==> src/hdl/acr_pkg.sv <==
package acr_pkg;

    // ------------------------------------------------------------
    // register map (byte offsets on the plain register port)
    // ------------------------------------------------------------
    localparam logic [7:0] OFS_CONV_CTRL = 8'h00;
    localparam logic [7:0] OFS_CONV_CFG = 8'h01;
    localparam logic [7:0] OFS_HOLD = 8'h07;
    localparam logic [7:0] OFS_TRIM_LOW = 8'h0C;
    localparam logic [7:0] OFS_TRIM_HIGH = 8'h0D;
    localparam logic [7:0] OFS_RESULT_LOW = 8'h10;
    localparam logic [7:0] OFS_RESULT_HIGH = 8'h11;
    localparam logic [7:0] OFS_THRESHOLD_LOW = 8'h18;
    localparam logic [7:0] OFS_THRESHOLD_HIGH = 8'h19;
    localparam logic [7:0] OFS_CHAN_CTRL = 8'h20;
    localparam logic [7:0] OFS_CHAN_INPUT_SEL = 8'h21;
    localparam logic [7:0] OFS_CHAN_IRQ_CTRL = 8'h22;

    // ------------------------------------------------------------
    // field positions
    // ------------------------------------------------------------
    localparam int BIT_CTRL_GO0 = 2;
    localparam int BIT_CFG_SIGNED = 4;
    localparam int LSB_CFG_FMT = 1;
    localparam int BIT_CH_START = 7;
    localparam int LSB_CH_GAIN = 2;
    localparam int LSB_CH_KIND = 0;
    localparam int LSB_SEL_PLUS = 3;
    localparam int LSB_SEL_MINUS = 0;

    // ------------------------------------------------------------
    // writable masks and reset values
    // ------------------------------------------------------------
    localparam logic [7:0] MASK_CONV_CTRL = 8'h04;
    localparam logic [7:0] MASK_CONV_CFG = 8'h16;
    localparam logic [7:0] MASK_TRIM_HIGH = 8'h0F;
    localparam logic [7:0] MASK_CHAN_CTRL = 8'h1F;
    localparam logic [7:0] MASK_INPUT_SEL = 8'h7F;
    localparam logic [7:0] MASK_IRQ_CTRL = 8'h0F;
    localparam logic [7:0] RST_BYTE = 8'h00;
    localparam logic [11:0] RST_TRIM = 12'h000;
    localparam logic [15:0] RST_WORD = 16'h0000;

    // ------------------------------------------------------------
    // encodings
    // ------------------------------------------------------------
    typedef enum logic [1:0]
    {
        FMT_RIGHT12 = 2'b00,
        FMT_RSVD = 2'b01,
        FMT_RIGHT8 = 2'b10,
        FMT_LEFT12 = 2'b11
    } acr_fmt_t;

    typedef enum logic [1:0]
    {
        KIND_INTERNAL = 2'b00,
        KIND_SINGLE = 2'b01,
        KIND_DIFF = 2'b10,
        KIND_DIFF_AMP = 2'b11
    } acr_kind_t;

    typedef enum logic [1:0]
    {
        ST_IDLE = 2'b00,
        ST_BUSY = 2'b01
    } acr_state_t;

    // analog route codes handed to the pipeline
    localparam logic [2:0] SRC_NONE = 3'h0;
    localparam logic [2:0] SRC_PIN = 3'h1;
    localparam logic [2:0] SRC_TEMP = 3'h2;
    localparam logic [2:0] SRC_BANDGAP = 3'h3;
    localparam logic [2:0] SRC_VCC_TENTH = 3'h4;
    localparam logic [2:0] SRC_PAD_GND = 3'h5;
    localparam logic [2:0] SRC_INNER_GND = 3'h6;

    // ------------------------------------------------------------
    // carriers
    // ------------------------------------------------------------
    typedef struct packed
    {
        logic [2:0] plus_src;
        logic [3:0] plus_pin;
        logic [2:0] minus_src;
        logic [3:0] minus_pin;
        logic [2:0] gain_code;
        logic gain_used;
        logic route_valid;
    } acr_route_t;

    typedef struct packed
    {
        logic [7:0] high;
        logic [7:0] low;
    } acr_result_t;

endpackage

==> src/hdl/acr_core.sv <==
// Function
// (RULE1) 12-bit trim in two bytes
// (RULE2) software loads factory trim
// (RULE3) left: bits 11:4 in high
// (RULE4) left: bits 3:0 at low 7:4
// (RULE5) right: bits 11:8 at high 3:0
// (RULE6) right: sign fill if differential
// (RULE7) 8-bit: sign fill if signed
// (RULE8) right and 8-bit: low is bits 7:0
// (RULE9) 16-bit read/write threshold
// (RULE10) start bit begins, self clears
// (RULE11) start while set has no effect; a write in the CONV_STARTED cycle keeps it set for another conversion
// (RULE12) start bit aliased in control
// (RULE13) gain code picks factor
// (RULE14) unsigned: internal or single kinds
// (RULE15) signed: differential kinds too
// (RULE16) kind change flushes pipeline
// (RULE17) internal: temp, bandgap, tenth supply
// (RULE18) pin kinds: plus code n is pin n
// (RULE19) minus select only if differential
// (RULE20) plain differential minus codes
// (RULE21) amplified differential minus codes
// (RULE22) software zeroes reserved bits
// (RULE23) low-byte read latches high into hold
// (RULE24) 2-bit format code picks layout
// (RULE25) result bytes updated together
`timescale 1ns/1ps
module acr_core
(
    input wire logic CLK_SYS,
    input wire logic RST,
    input wire logic [7:0] ADDR,
    input wire logic [7:0] WDATA,
    input wire logic WR,
    input wire logic RD,
    output logic [7:0] RDATA,
    input wire logic CONV_STARTED,
    input wire logic CONV_DONE,
    input wire logic [11:0] CONV_DATA,
    output logic CONV_REQ,
    output logic PIPE_FLUSH,
    output logic [11:0] TRIM,
    output logic CONV_SIGNED,
    output acr_pkg::acr_route_t ROUTE,
    output logic [15:0] THRESHOLD,
    output logic [3:0] IRQ_CTRL
);

    // ------------------------------------------------------------
    // register storage
    // ------------------------------------------------------------
    logic [7:0] conv_cfg_reg;
    logic [7:0] chan_ctrl_reg;
    logic [7:0] input_sel_reg;
    logic [7:0] irq_ctrl_reg;
    logic [11:0] trim_reg;
    logic [15:0] threshold_reg;
    logic [7:0] hold_reg;
    logic start_reg;
    acr_pkg::acr_result_t result_reg;
    acr_pkg::acr_result_t result_next;
    acr_pkg::acr_state_t state_reg;
    logic [7:0] rdata_next;
    logic start_wr;
    logic [1:0] kind_wr;
    acr_pkg::acr_fmt_t fmt;
    acr_pkg::acr_kind_t kind;
    logic signed_mode;
    logic diff_kind;

    assign fmt = acr_pkg::acr_fmt_t'(conv_cfg_reg[acr_pkg::LSB_CFG_FMT +: 2]);
    assign kind = acr_pkg::acr_kind_t'(
        chan_ctrl_reg[acr_pkg::LSB_CH_KIND +: 2]);
    assign signed_mode = conv_cfg_reg[acr_pkg::BIT_CFG_SIGNED];
    assign diff_kind = signed_mode && kind[1]; // RULE15

    // ------------------------------------------------------------
    // start request through either alias
    // ------------------------------------------------------------
    // both aliases share one flop
    always_comb
    begin
        start_wr = 1'b0;
        if (WR && (ADDR == acr_pkg::OFS_CHAN_CTRL))
        begin
            start_wr = WDATA[acr_pkg::BIT_CH_START];
        end
        if (WR && (ADDR == acr_pkg::OFS_CONV_CTRL))
        begin
            start_wr = WDATA[acr_pkg::BIT_CTRL_GO0]; // RULE12
        end
    end

    // a write while pending is absorbed unless it meets CONV_STARTED, when it re-arms the request
    always_ff @(posedge CLK_SYS)
    begin
        if (RST)
        begin
            start_reg <= 1'b0;
        end
        else if (start_wr)
        begin
            start_reg <= 1'b1; // RULE10 RULE11
        end
        else if (CONV_STARTED)
        begin
            start_reg <= 1'b0; // RULE10
        end
    end

    assign CONV_REQ = start_reg;

    // ------------------------------------------------------------
    // conversion tracking
    // ------------------------------------------------------------
    always_ff @(posedge CLK_SYS)
    begin
        if (RST)
        begin
            state_reg <= acr_pkg::ST_IDLE;
        end
        else
        begin
            case (state_reg)
                acr_pkg::ST_IDLE:
                begin
                    if (start_reg && CONV_STARTED)
                    begin
                        state_reg <= acr_pkg::ST_BUSY;
                    end
                end
                acr_pkg::ST_BUSY:
                begin
                    if (CONV_DONE || PIPE_FLUSH)
                    begin
                        state_reg <= acr_pkg::ST_IDLE;
                    end
                end
                default:
                begin
                    state_reg <= acr_pkg::ST_IDLE;
                end
            endcase
        end
    end

    // ------------------------------------------------------------
    // configuration registers
    // ------------------------------------------------------------
    always_ff @(posedge CLK_SYS)
    begin
        if (RST)
        begin
            conv_cfg_reg <= acr_pkg::RST_BYTE;
        end
        else if (WR && (ADDR == acr_pkg::OFS_CONV_CFG))
        begin
            conv_cfg_reg <= WDATA & acr_pkg::MASK_CONV_CFG; // RULE24
        end
    end

    // reserved bits are dropped, so they always read zero
    always_ff @(posedge CLK_SYS)
    begin
        if (RST)
        begin
            chan_ctrl_reg <= acr_pkg::RST_BYTE;
            input_sel_reg <= acr_pkg::RST_BYTE;
            irq_ctrl_reg <= acr_pkg::RST_BYTE;
        end
        else if (WR)
        begin
            if (ADDR == acr_pkg::OFS_CHAN_CTRL)
            begin
                chan_ctrl_reg <= WDATA & acr_pkg::MASK_CHAN_CTRL; // RULE13
            end
            if (ADDR == acr_pkg::OFS_CHAN_INPUT_SEL)
            begin
                input_sel_reg <= WDATA & acr_pkg::MASK_INPUT_SEL; // RULE22
            end
            if (ADDR == acr_pkg::OFS_CHAN_IRQ_CTRL)
            begin
                irq_ctrl_reg <= WDATA & acr_pkg::MASK_IRQ_CTRL;
            end
        end
    end

    // flush when a write changes the kind
    assign kind_wr = WDATA[acr_pkg::LSB_CH_KIND +: 2];
    always_ff @(posedge CLK_SYS)
    begin
        if (RST)
        begin
            PIPE_FLUSH <= 1'b0;
        end
        else
        begin
            PIPE_FLUSH <= WR && (ADDR == acr_pkg::OFS_CHAN_CTRL)
                && (kind_wr != kind); // RULE16
        end
    end

    // trim is only ever loaded by software
    always_ff @(posedge CLK_SYS)
    begin
        if (RST)
        begin
            trim_reg <= acr_pkg::RST_TRIM;
        end
        else if (WR && (ADDR == acr_pkg::OFS_TRIM_LOW))
        begin
            trim_reg[7:0] <= WDATA; // RULE1 RULE2
        end
        else if (WR && (ADDR == acr_pkg::OFS_TRIM_HIGH))
        begin
            trim_reg[11:8] <= WDATA[3:0]; // RULE1
        end
    end

    always_ff @(posedge CLK_SYS)
    begin
        if (RST)
        begin
            threshold_reg <= acr_pkg::RST_WORD;
        end
        else if (WR && (ADDR == acr_pkg::OFS_THRESHOLD_LOW))
        begin
            threshold_reg[7:0] <= WDATA; // RULE9
        end
        else if (WR && (ADDR == acr_pkg::OFS_THRESHOLD_HIGH))
        begin
            threshold_reg[15:8] <= WDATA; // RULE9
        end
    end

    // ------------------------------------------------------------
    // result formatting
    // ------------------------------------------------------------
    always_comb
    begin
        result_next.high = 8'h00;
        result_next.low = CONV_DATA[7:0]; // RULE8
        case (fmt)
            acr_pkg::FMT_LEFT12:
            begin
                result_next.high = CONV_DATA[11:4]; // RULE3
                result_next.low = {CONV_DATA[3:0], 4'h0}; // RULE4
            end
            acr_pkg::FMT_RIGHT8:
            begin
                result_next.high = {8{signed_mode & CONV_DATA[7]}}; // RULE7
            end
            default:
            begin
                // reserved code acts as right 12-bit
                result_next.high = {{4{diff_kind & CONV_DATA[11]}},
                    CONV_DATA[11:8]}; // RULE5 RULE6
            end
        endcase
    end

    // both bytes change in one edge
    always_ff @(posedge CLK_SYS)
    begin
        if (RST)
        begin
            result_reg <= '0; // RULE25
        end
        else if (CONV_DONE && (state_reg == acr_pkg::ST_BUSY))
        begin
            result_reg <= result_next; // RULE25
        end
    end

    // ------------------------------------------------------------
    // input routing
    // ------------------------------------------------------------
    always_comb
    begin
        ROUTE = '0;
        ROUTE.gain_code = chan_ctrl_reg[acr_pkg::LSB_CH_GAIN +: 3]; // RULE13
        ROUTE.plus_pin = input_sel_reg[acr_pkg::LSB_SEL_PLUS +: 4];
        ROUTE.route_valid = 1'b1;
        if (kind == acr_pkg::KIND_INTERNAL)
        begin
            ROUTE.plus_pin = 4'h0;
            case (input_sel_reg[acr_pkg::LSB_SEL_PLUS +: 4]) // RULE17
                4'h0: ROUTE.plus_src = acr_pkg::SRC_TEMP;
                4'h1: ROUTE.plus_src = acr_pkg::SRC_BANDGAP;
                4'h2: ROUTE.plus_src = acr_pkg::SRC_VCC_TENTH;
                default: ROUTE.route_valid = 1'b0;
            endcase
        end
        else
        begin
            ROUTE.plus_src = acr_pkg::SRC_PIN; // RULE18
        end
        if (kind[1] && !signed_mode)
        begin
            ROUTE.route_valid = 1'b0; // RULE14
        end
        // minus side idle outside differential
        if (diff_kind) // RULE19
        begin
            ROUTE.gain_used = (kind == acr_pkg::KIND_DIFF_AMP);
            ROUTE.minus_src = acr_pkg::SRC_PIN;
            ROUTE.minus_pin = {1'b0, ROUTE.gain_used,
                input_sel_reg[1:0]}; // RULE20 RULE21
            case ({ROUTE.gain_used, input_sel_reg[2:0]})
                4'b0101: ROUTE.minus_src = acr_pkg::SRC_PAD_GND; // RULE20
                4'b0111: ROUTE.minus_src = acr_pkg::SRC_INNER_GND; // RULE20
                4'b1100: ROUTE.minus_src = acr_pkg::SRC_INNER_GND; // RULE21
                4'b1111: ROUTE.minus_src = acr_pkg::SRC_PAD_GND; // RULE21
                4'b0100, 4'b0110, 4'b1101, 4'b1110:
                begin
                    ROUTE.minus_src = acr_pkg::SRC_NONE;
                    ROUTE.route_valid = 1'b0;
                end
                default: ROUTE.minus_src = acr_pkg::SRC_PIN;
            endcase
            if (ROUTE.minus_src != acr_pkg::SRC_PIN)
            begin
                ROUTE.minus_pin = 4'h0;
            end
        end
    end

    assign TRIM = trim_reg;
    assign THRESHOLD = threshold_reg;
    assign CONV_SIGNED = signed_mode;
    assign IRQ_CTRL = irq_ctrl_reg[3:0];

    // ------------------------------------------------------------
    // shared high-byte holding register
    // ------------------------------------------------------------
    // a low read snapshots the high byte
    always_ff @(posedge CLK_SYS)
    begin
        if (RST)
        begin
            hold_reg <= acr_pkg::RST_BYTE;
        end
        else if (RD && (ADDR == acr_pkg::OFS_RESULT_LOW))
        begin
            hold_reg <= result_reg.high; // RULE23
        end
        else if (RD && (ADDR == acr_pkg::OFS_THRESHOLD_LOW))
        begin
            hold_reg <= threshold_reg[15:8]; // RULE23
        end
        else if (WR && (ADDR == acr_pkg::OFS_HOLD))
        begin
            hold_reg <= WDATA;
        end
    end

    // ------------------------------------------------------------
    // read path
    // ------------------------------------------------------------
    always_comb
    begin
        case (ADDR)
            acr_pkg::OFS_CONV_CTRL: rdata_next = {5'h00, start_reg, 2'b00};
            acr_pkg::OFS_CONV_CFG: rdata_next = conv_cfg_reg;
            acr_pkg::OFS_HOLD: rdata_next = hold_reg;
            acr_pkg::OFS_TRIM_LOW: rdata_next = trim_reg[7:0];
            acr_pkg::OFS_TRIM_HIGH: rdata_next = {4'h0, trim_reg[11:8]};
            acr_pkg::OFS_RESULT_LOW: rdata_next = result_reg.low;
            acr_pkg::OFS_RESULT_HIGH: rdata_next = hold_reg; // RULE23
            acr_pkg::OFS_THRESHOLD_LOW: rdata_next = threshold_reg[7:0];
            acr_pkg::OFS_THRESHOLD_HIGH: rdata_next = hold_reg; // RULE23
            acr_pkg::OFS_CHAN_CTRL:
                rdata_next = {start_reg, chan_ctrl_reg[6:0]}; // RULE12
            acr_pkg::OFS_CHAN_INPUT_SEL: rdata_next = input_sel_reg;
            acr_pkg::OFS_CHAN_IRQ_CTRL: rdata_next = irq_ctrl_reg;
            default: rdata_next = 8'h00;
        endcase
    end

    // data stand only in the cycle after the read strobe
    always_ff @(posedge CLK_SYS)
    begin
        if (RST)
        begin
            RDATA <= acr_pkg::RST_BYTE;
        end
        else if (RD)
        begin
            RDATA <= rdata_next;
        end
        else
        begin
            RDATA <= acr_pkg::RST_BYTE;
        end
    end

endmodule

==> config.mk <==
export PLATFORM = sky130hd
export DESIGN_NAME = acr_core
export DESIGN_NICKNAME = d
export VERILOG_FILES = /design/src/hdl/acr_pkg.sv /design/src/hdl/acr_core.sv
export SDC_FILE = /design/constraint.sdc
export NUM_CORES = 1
export LEC_CHECK = 0
export BUFFER_PORTS_ARGS = -buffer_cell sky130_fd_sc_hd__buf_2
export CAP_MARGIN = 20
export CORE_MARGIN = 3
export CORE_UTILIZATION = 35
export CTS_CLUSTER_SIZE = 28
export DETAILED_ROUTE_END_ITERATION = 10
export SLEW_MARGIN = 20
export SYNTH_ARGS = -nofsm -noshare
export SYNTH_HDL_FRONTEND = slang
export SYNTH_SLANG_ARGS = --single-unit
==> constraint.sdc <==
create_clock -name CLK_SYS -period 2.55 [get_ports CLK_SYS]
set_input_delay 0.255 -clock CLK_SYS [delete_from_list [all_inputs] [get_ports CLK_SYS]]
set_output_delay 0.255 -clock CLK_SYS [all_outputs]
set_load 0.01 [all_outputs]
# [Yosys cells after proc, flatten, opt, wreduce, memory -nomap -nowiden]
# Cells that the tools add are included.
[classes] n_mux=25 bitwise_logic=5 n_eq_ne=29 n_reduce_logical=35
[op_table] op="$pmux 8 s10" count=1
[op_table] op="$eq 8x5->1 const B" count=4
[op_table] op="$mux 8" count=4
[op_table] op="$eq 8x6->1 const B" count=3
[op_table] op="$pmux 3 s3" count=2
[op_table] op="$eq 4x3->1 const B" count=4
[op_table] op="$eq 4x4->1 const B" count=4
[op_table] op="$eq 8x4->1 const B" count=2
[op_table] op="$pmux 8 s2" count=1
[op_table] op="$logic_and 1x1->1" count=15
[op_table] op="$reduce_and 2->1" count=6
[op_table] op="$mux 3" count=3
[op_table] op="$eq 8x1->1 const B" count=1
[op_table] op="$eq 8x3->1 const B" count=1
[op_table] op="$logic_not 8->1" count=1
[op_table] op="$mux 1" count=8
[op_table] op="$mux 7" count=1
[op_table] op="$eq 2x2->1 const B" count=3
[op_table] op="$mux 2" count=3
[op_table] op="$reduce_or 2->1" count=3
[op_table] op="$reduce_or 3->1" count=2
[op_table] op="$eq 4x1->1 const B" count=1
[op_table] op="$eq 4x2->1 const B" count=1
[op_table] op="$logic_not 2->1" count=2
[op_table] op="14 further kinds" count=18
[totals] inputBits=34 out_inout_bits=62 wordCells=109 register_bits=83

# [Logic depth before layout (Yosys ltp)]
[depth] ltp_word=8 ltp_mapped=7 mapped_depth_nobuf=4

# [Worst setup path after synthesis]
# Ideal clock, no wire load.
[synth_path] path_type="input -> register" start="input ADDR[7]" end="register hold_reg[6]" required_ns=2.433 setup_slack_ns=0.811 path_stages=6 n_path_buf=2 arrival_time_ns=1.622 setup_ns=0.117 path_cell_list="buf_4 > or4b_1 > buf_2 > o31ai_1 > nand3_1 > a32o_1"
[synth_via] elab_chain_len=4 word_cells_on_any_way=9 classes_between="eq/ne (3); mux (2); reduce/logical (4)"
[synth_lines] element="start: declaration" line_no="acr_core.sv:32" source="input wire logic [7:0] ADDR,"
[synth_lines] element="$eq 8x5->1" line_no="acr_core.sv:347" source="else if (RD && (ADDR == acr_pkg::OFS_THRESHOLD_LOW))"
[synth_lines] element="$logic_and 1x1->1" line_no="acr_core.sv:347"
[synth_lines] element="$mux 8" line_no="acr_core.sv:347"
[synth_lines] element="$mux 8" line_no="acr_core.sv:343" source="else if (RD && (ADDR == acr_pkg::OFS_RESULT_LOW))"
[synth_lines] element="end signal: assignment" line_no="acr_core.sv:341" source="hold_reg <= acr_pkg::RST_BYTE;"
[synth_lines] element="end signal: assignment" line_no="acr_core.sv:345" source="hold_reg <= result_reg.high;"
[synth_lines] element="end signal: assignment" line_no="acr_core.sv:349" source="hold_reg <= threshold_reg[15:8];"
[synth_lines] element="end: declaration" line_no="acr_core.sv:58" source="logic [7:0] hold_reg;"
# Several ways; a longest one is shown, not always the timed one.
# A chain may end at the register's enable or synchronous reset.

==> metrics.csv <==
stage,metric,value,unit
global_routing,overall track demand over capacity in global routing,0.202,
timing,setup TNS,0,ns
clock_tree,buffers inserted during post-CTS setup optimization,0,
floorplan,die area,13200,um^2
timing,number of hold violations in the final report,0,
global_routing,leftover overflow at the end of global routing,0,
finish,Layout Nets,569,
logic_synthesis,sequential share of the synthesized area,0.395,
power,standby leakage power,2.04,nW
clock_tree,clock-pin slew on the worst setup and hold paths,0.06,ns
power,power per standard cell area,559,nW/um^2
worst_setup_path,cell-by-cell trace of the critical path,"nand2b_1, xnor2_1, o21ai_0, a22oi_1, buf_2",
place,I/O Buffers,94,
logic_synthesis,area share of the largest cell type after synthesis,0.395,
finish,growth of design area from synthesis to finish,19.4,%
global_routing,most heavily used metal layer in global routing,met2,
worst_setup_path,worst reg-to-reg path cell count,4,
floorplan,Die Wd,115,um
timing,post-layout worst setup margin,0.659,ns
timing,Period minus WS final,1.89,ns
logic_synthesis,top cells by area in the synthesized netlist,"sky130_fd_sc_hd__dfxtp_1, sky130_fd_sc_hd__mux2i_1, sky130_fd_sc_hd__nor2_1, sky130_fd_sc_hd__nand2_1, sky130_fd_sc_hd__a211oi_1",
logic_synthesis,number of register bits inferred by synthesis,82,
worst_setup_path,endpoint kind of the worst setup timing path,output pin,
logic_synthesis,Post-Syn Area per Cell,8.94,um^2
timing,number of max-slew violations in the final report,0,
logic_synthesis,synth unique cells,62,
clock_tree,clock tree from TritonCTS,done,
timing,number of setup violations in the final report,0,
worst_setup_path,reg-to-reg critical path endpoint,result_reg[1]$_SDFFE_PP0P_,
worst_setup_path,data arrival time of the critical path,1.64,ns
logic_synthesis,Syn. warnings,0,
worst_setup_path,CP Max Fanout,9,
detailed_routing,average wire per standard cell,19.4,um
logic_synthesis,Post-synth ARST share,0,
clock_tree,hold-fix buffers at CTS,0,
clock_tree,root buffer cell,sky130_fd_sc_hd__clkbuf_16,
worst_setup_path,type of the worst setup path,reg2out,
detailed_routing,ratio of routed vias to standard cells,5.73,
worst_setup_path,maximum single-stage delay on the critical path,0.53,ns
clock_tree,number of buffers added by the clock tree synthesis step,9,
finish,post-route standard cell area excluding fillers,4970,um^2
detailed_routing,DRT iter0 DRCs,409,
detailed_routing,number of search-and-repair iterations in the first detailed-routing pass,5,
detailed_routing,total vias in the final route,3914,
timing,slew margin rel.,0.514,
logic_synthesis,Post-Syn Instances,465,
place,HPWL after detailed placement,9620,um
hold_path,hold path cells,3,
worst_setup_path,"slowest stage cell, crit path",sky130_fd_sc_hd__dfxtp_1,
hold_path,end of the worst hold path,result_reg[2]$_SDFFE_PP0P_,
timing,pin slew with the least headroom to its limit,0.729,ns
clock_tree,number of sinks driven by the clock tree,82,
hold_path,hold_sp,CONV_DATA[2],
floorplan,area of the core,11500,um^2
place,DP Worst Slack,0.437,ns
logic_synthesis,Synth area leader,sky130_fd_sc_hd__dfxtp_1,
status,outcome,finished clean,
clock_tree,insertion delay of the later-clocked pin in the worst-skew pair,0.34,ns
detailed_routing,Detailed Route WL,13300,um
global_routing,antenna violations before repair,0,
logic_synthesis,number of nets in the synthesized netlist,499,
floorplan,Die Ht,115,um
worst_setup_path,Worst Setup Start Kind,flip-flop,
logic_synthesis,"EDFF count, synth",0,
global_routing,met1 track demand over resource,0.280,
finish,fraction of final layout cells with drive strength greater than 1,0.254,
global_routing,vias in the first global route,3696,
floorplan,initial standard-cell utilization of the core,0.361,
clock_tree,post-CTS resize count,0,
power,VDD IR-drop max,386,uV
finish,Antenna Cells,0,
timing,Max Clk Rate,529,MHz
worst_setup_path,Critical Path RT,2.30,ns
worst_setup_path,R2R setup slack,0.84,ns
hold_path,Worst Hold Class,in2reg,
place,Placement Cell Area,4660,um^2
place,GP Congestion,0.888,
timing,clock skew after layout,0.00693,ns
global_routing,met2 usage,0.317,
floorplan,num ports,96,
global_routing,largest net degree at the start of global routing,70,
global_routing,wire length of the first global-routing pass,20800,um
logic_synthesis,"Cell Area, Synth",4160,um^2
detailed_routing,post-detailed-route DRC marker count,0,
detailed_routing,Detail Route Antenna Nets,0,
flow_run,max capacitance violation total,0,
logic_synthesis,flip-flop cell with the highest count after synthesis,sky130_fd_sc_hd__dfxtp_1,
worst_setup_path,reg-to-reg startpoint,conv_cfg_reg[2]$_SDFFE_PP0P_,
global_routing,met3 usage,0.0479,
timing,share of the cycle needed by the critical path after routing,0.742,
clock_tree,maximum root-to-sink buffer count,2,
floorplan,Row Count,39,
clock_tree,level count of the clock H-tree,3,
timing,unrepaired setup endpoints after global routing,no,
==> per-layer routing <==
layer	share of wire	vias up
li1	-	1852
met4	0.012	0
met5	0	-
met1	0.45	1886
met2	0.46	159
met3	0.076	17
==> cell type report <==
| type | instances | area [um^2] |
|---|---|---|
| clock buffers | 9 | 225 |
| clock inverters | 7 | 76.3 |
| fillers | 1169 | 6550 |
| inverters | 6 | 22.5 |
| multi-input cells | 334 | 2290 |
| flip-flops and latches | 82 | 1640 |
| well taps | 143 | 179 |
| repair buffers | 102 | 531 |
==> report_power, final <==
group	switching [mW]	total, mW	internal [mW]	leakage, nW
sequential	0.00156	1.28	1.28	0.660
combinational	0.123	0.177	0.0537	1.24
clock	0.549	1.31	0.765	0.142
total	0.674	2.78	2.10	2.04
==> cell families after synthesis <==
family,Yosys count,share of synthesized area
muxes,49,0.118
DFF,82,0.395
buffers and inverters,49,0.0545
other,1,0.000902
xor gates and xnor gates,3,0.00632
AOI/OAI and AO/OA,93,0.171
and+or+nand+nor,188,0.255
==> critical path, delay by kind of cell (launching register included) <==
kind	cells	cell delay (ns)
flip-flops	1	0.53
AO/OA/AOI/OAI	2	0.26
XOR/XNOR	1	0.19
AND/OR/NAND/NOR	1	0.16
buffers and inverters	1	0.15
==> cells in the mapped netlist (all sizes together), types with 2 or more instances <==
library cell	count
o31ai	9
o32a	2
dfxtp	82
o21ai	2
a22oi	11
xnor2	3
nand2b	3
nor3	2
nor2	68
and2	4
buf	20
a21oi	19
a22o	6
or3	3
and3	4
a211oi	13
a32oi	4
inv	5
nand3	16
or4	4
a32o	8
nor4	5
clkbuf	23
nand4	10
nand3b	4
nor4bb	2
nor3b	5
nor4b	3
a31oi	6
a222oi	7
mux2i	48
or2	9
nor2b	9
nand2	28
or4b	5
==> through the flow <==
stage                     utilization  total power, mW  cells  hold slack, ns
after CTS                       0.431             2.79    683           0.171
after floorplan                     -             1.42    465           0.395
after global routing            0.431             2.85    683           0.183
after global placement          0.405             1.48    667           0.473
after detailed placement        0.405             1.49    667           0.484
final                           0.431             2.78    683           0.177
==> placed cells by master (no fill, tap or decap), drive strengths merged, types with 6 or more instances in the layout <==
cell type | netlist | routed
nand2 | 28 | 28
nor2b | 9 | 9
a22oi | 11 | 11
a32o | 8 | 8
inv | 5 | 7
a22o | 6 | 6
buf | 20 | 102
a31oi | 6 | 6
nand3 | 16 | 16
clkbuf | 23 | 9
or2 | 9 | 9
a21oi | 19 | 19
dfxtp | 82 | 82
a211oi | 13 | 13
a222oi | 7 | 7
nor2 | 68 | 68
nand4 | 10 | 10
o31ai | 9 | 9
mux2i | 48 | 48
==> worst max-delay path by stage <==
stage | from | to | slack [ns]
detailed placement | ADDR[0] | RDATA[4]$_SDFF_PP0_ | 0.44
global placement | ADDR[0] | RDATA[6]$_SDFF_PP0_ | 0.48
CTS | chan_ctrl_reg[0]$_SDFFE_PP0P_ | ROUTE[0] | 0.66
global route | chan_ctrl_reg[0]$_SDFFE_PP0P_ | ROUTE[18] | 0.50
finish | chan_ctrl_reg[0]$_SDFFE_PP0P_ | ROUTE[0] | 0.66
floorplan | ADDR[7] | hold_reg[6]$_SDFFE_PP0P_ | 0.81
Power figures use the tool's default switching activity.
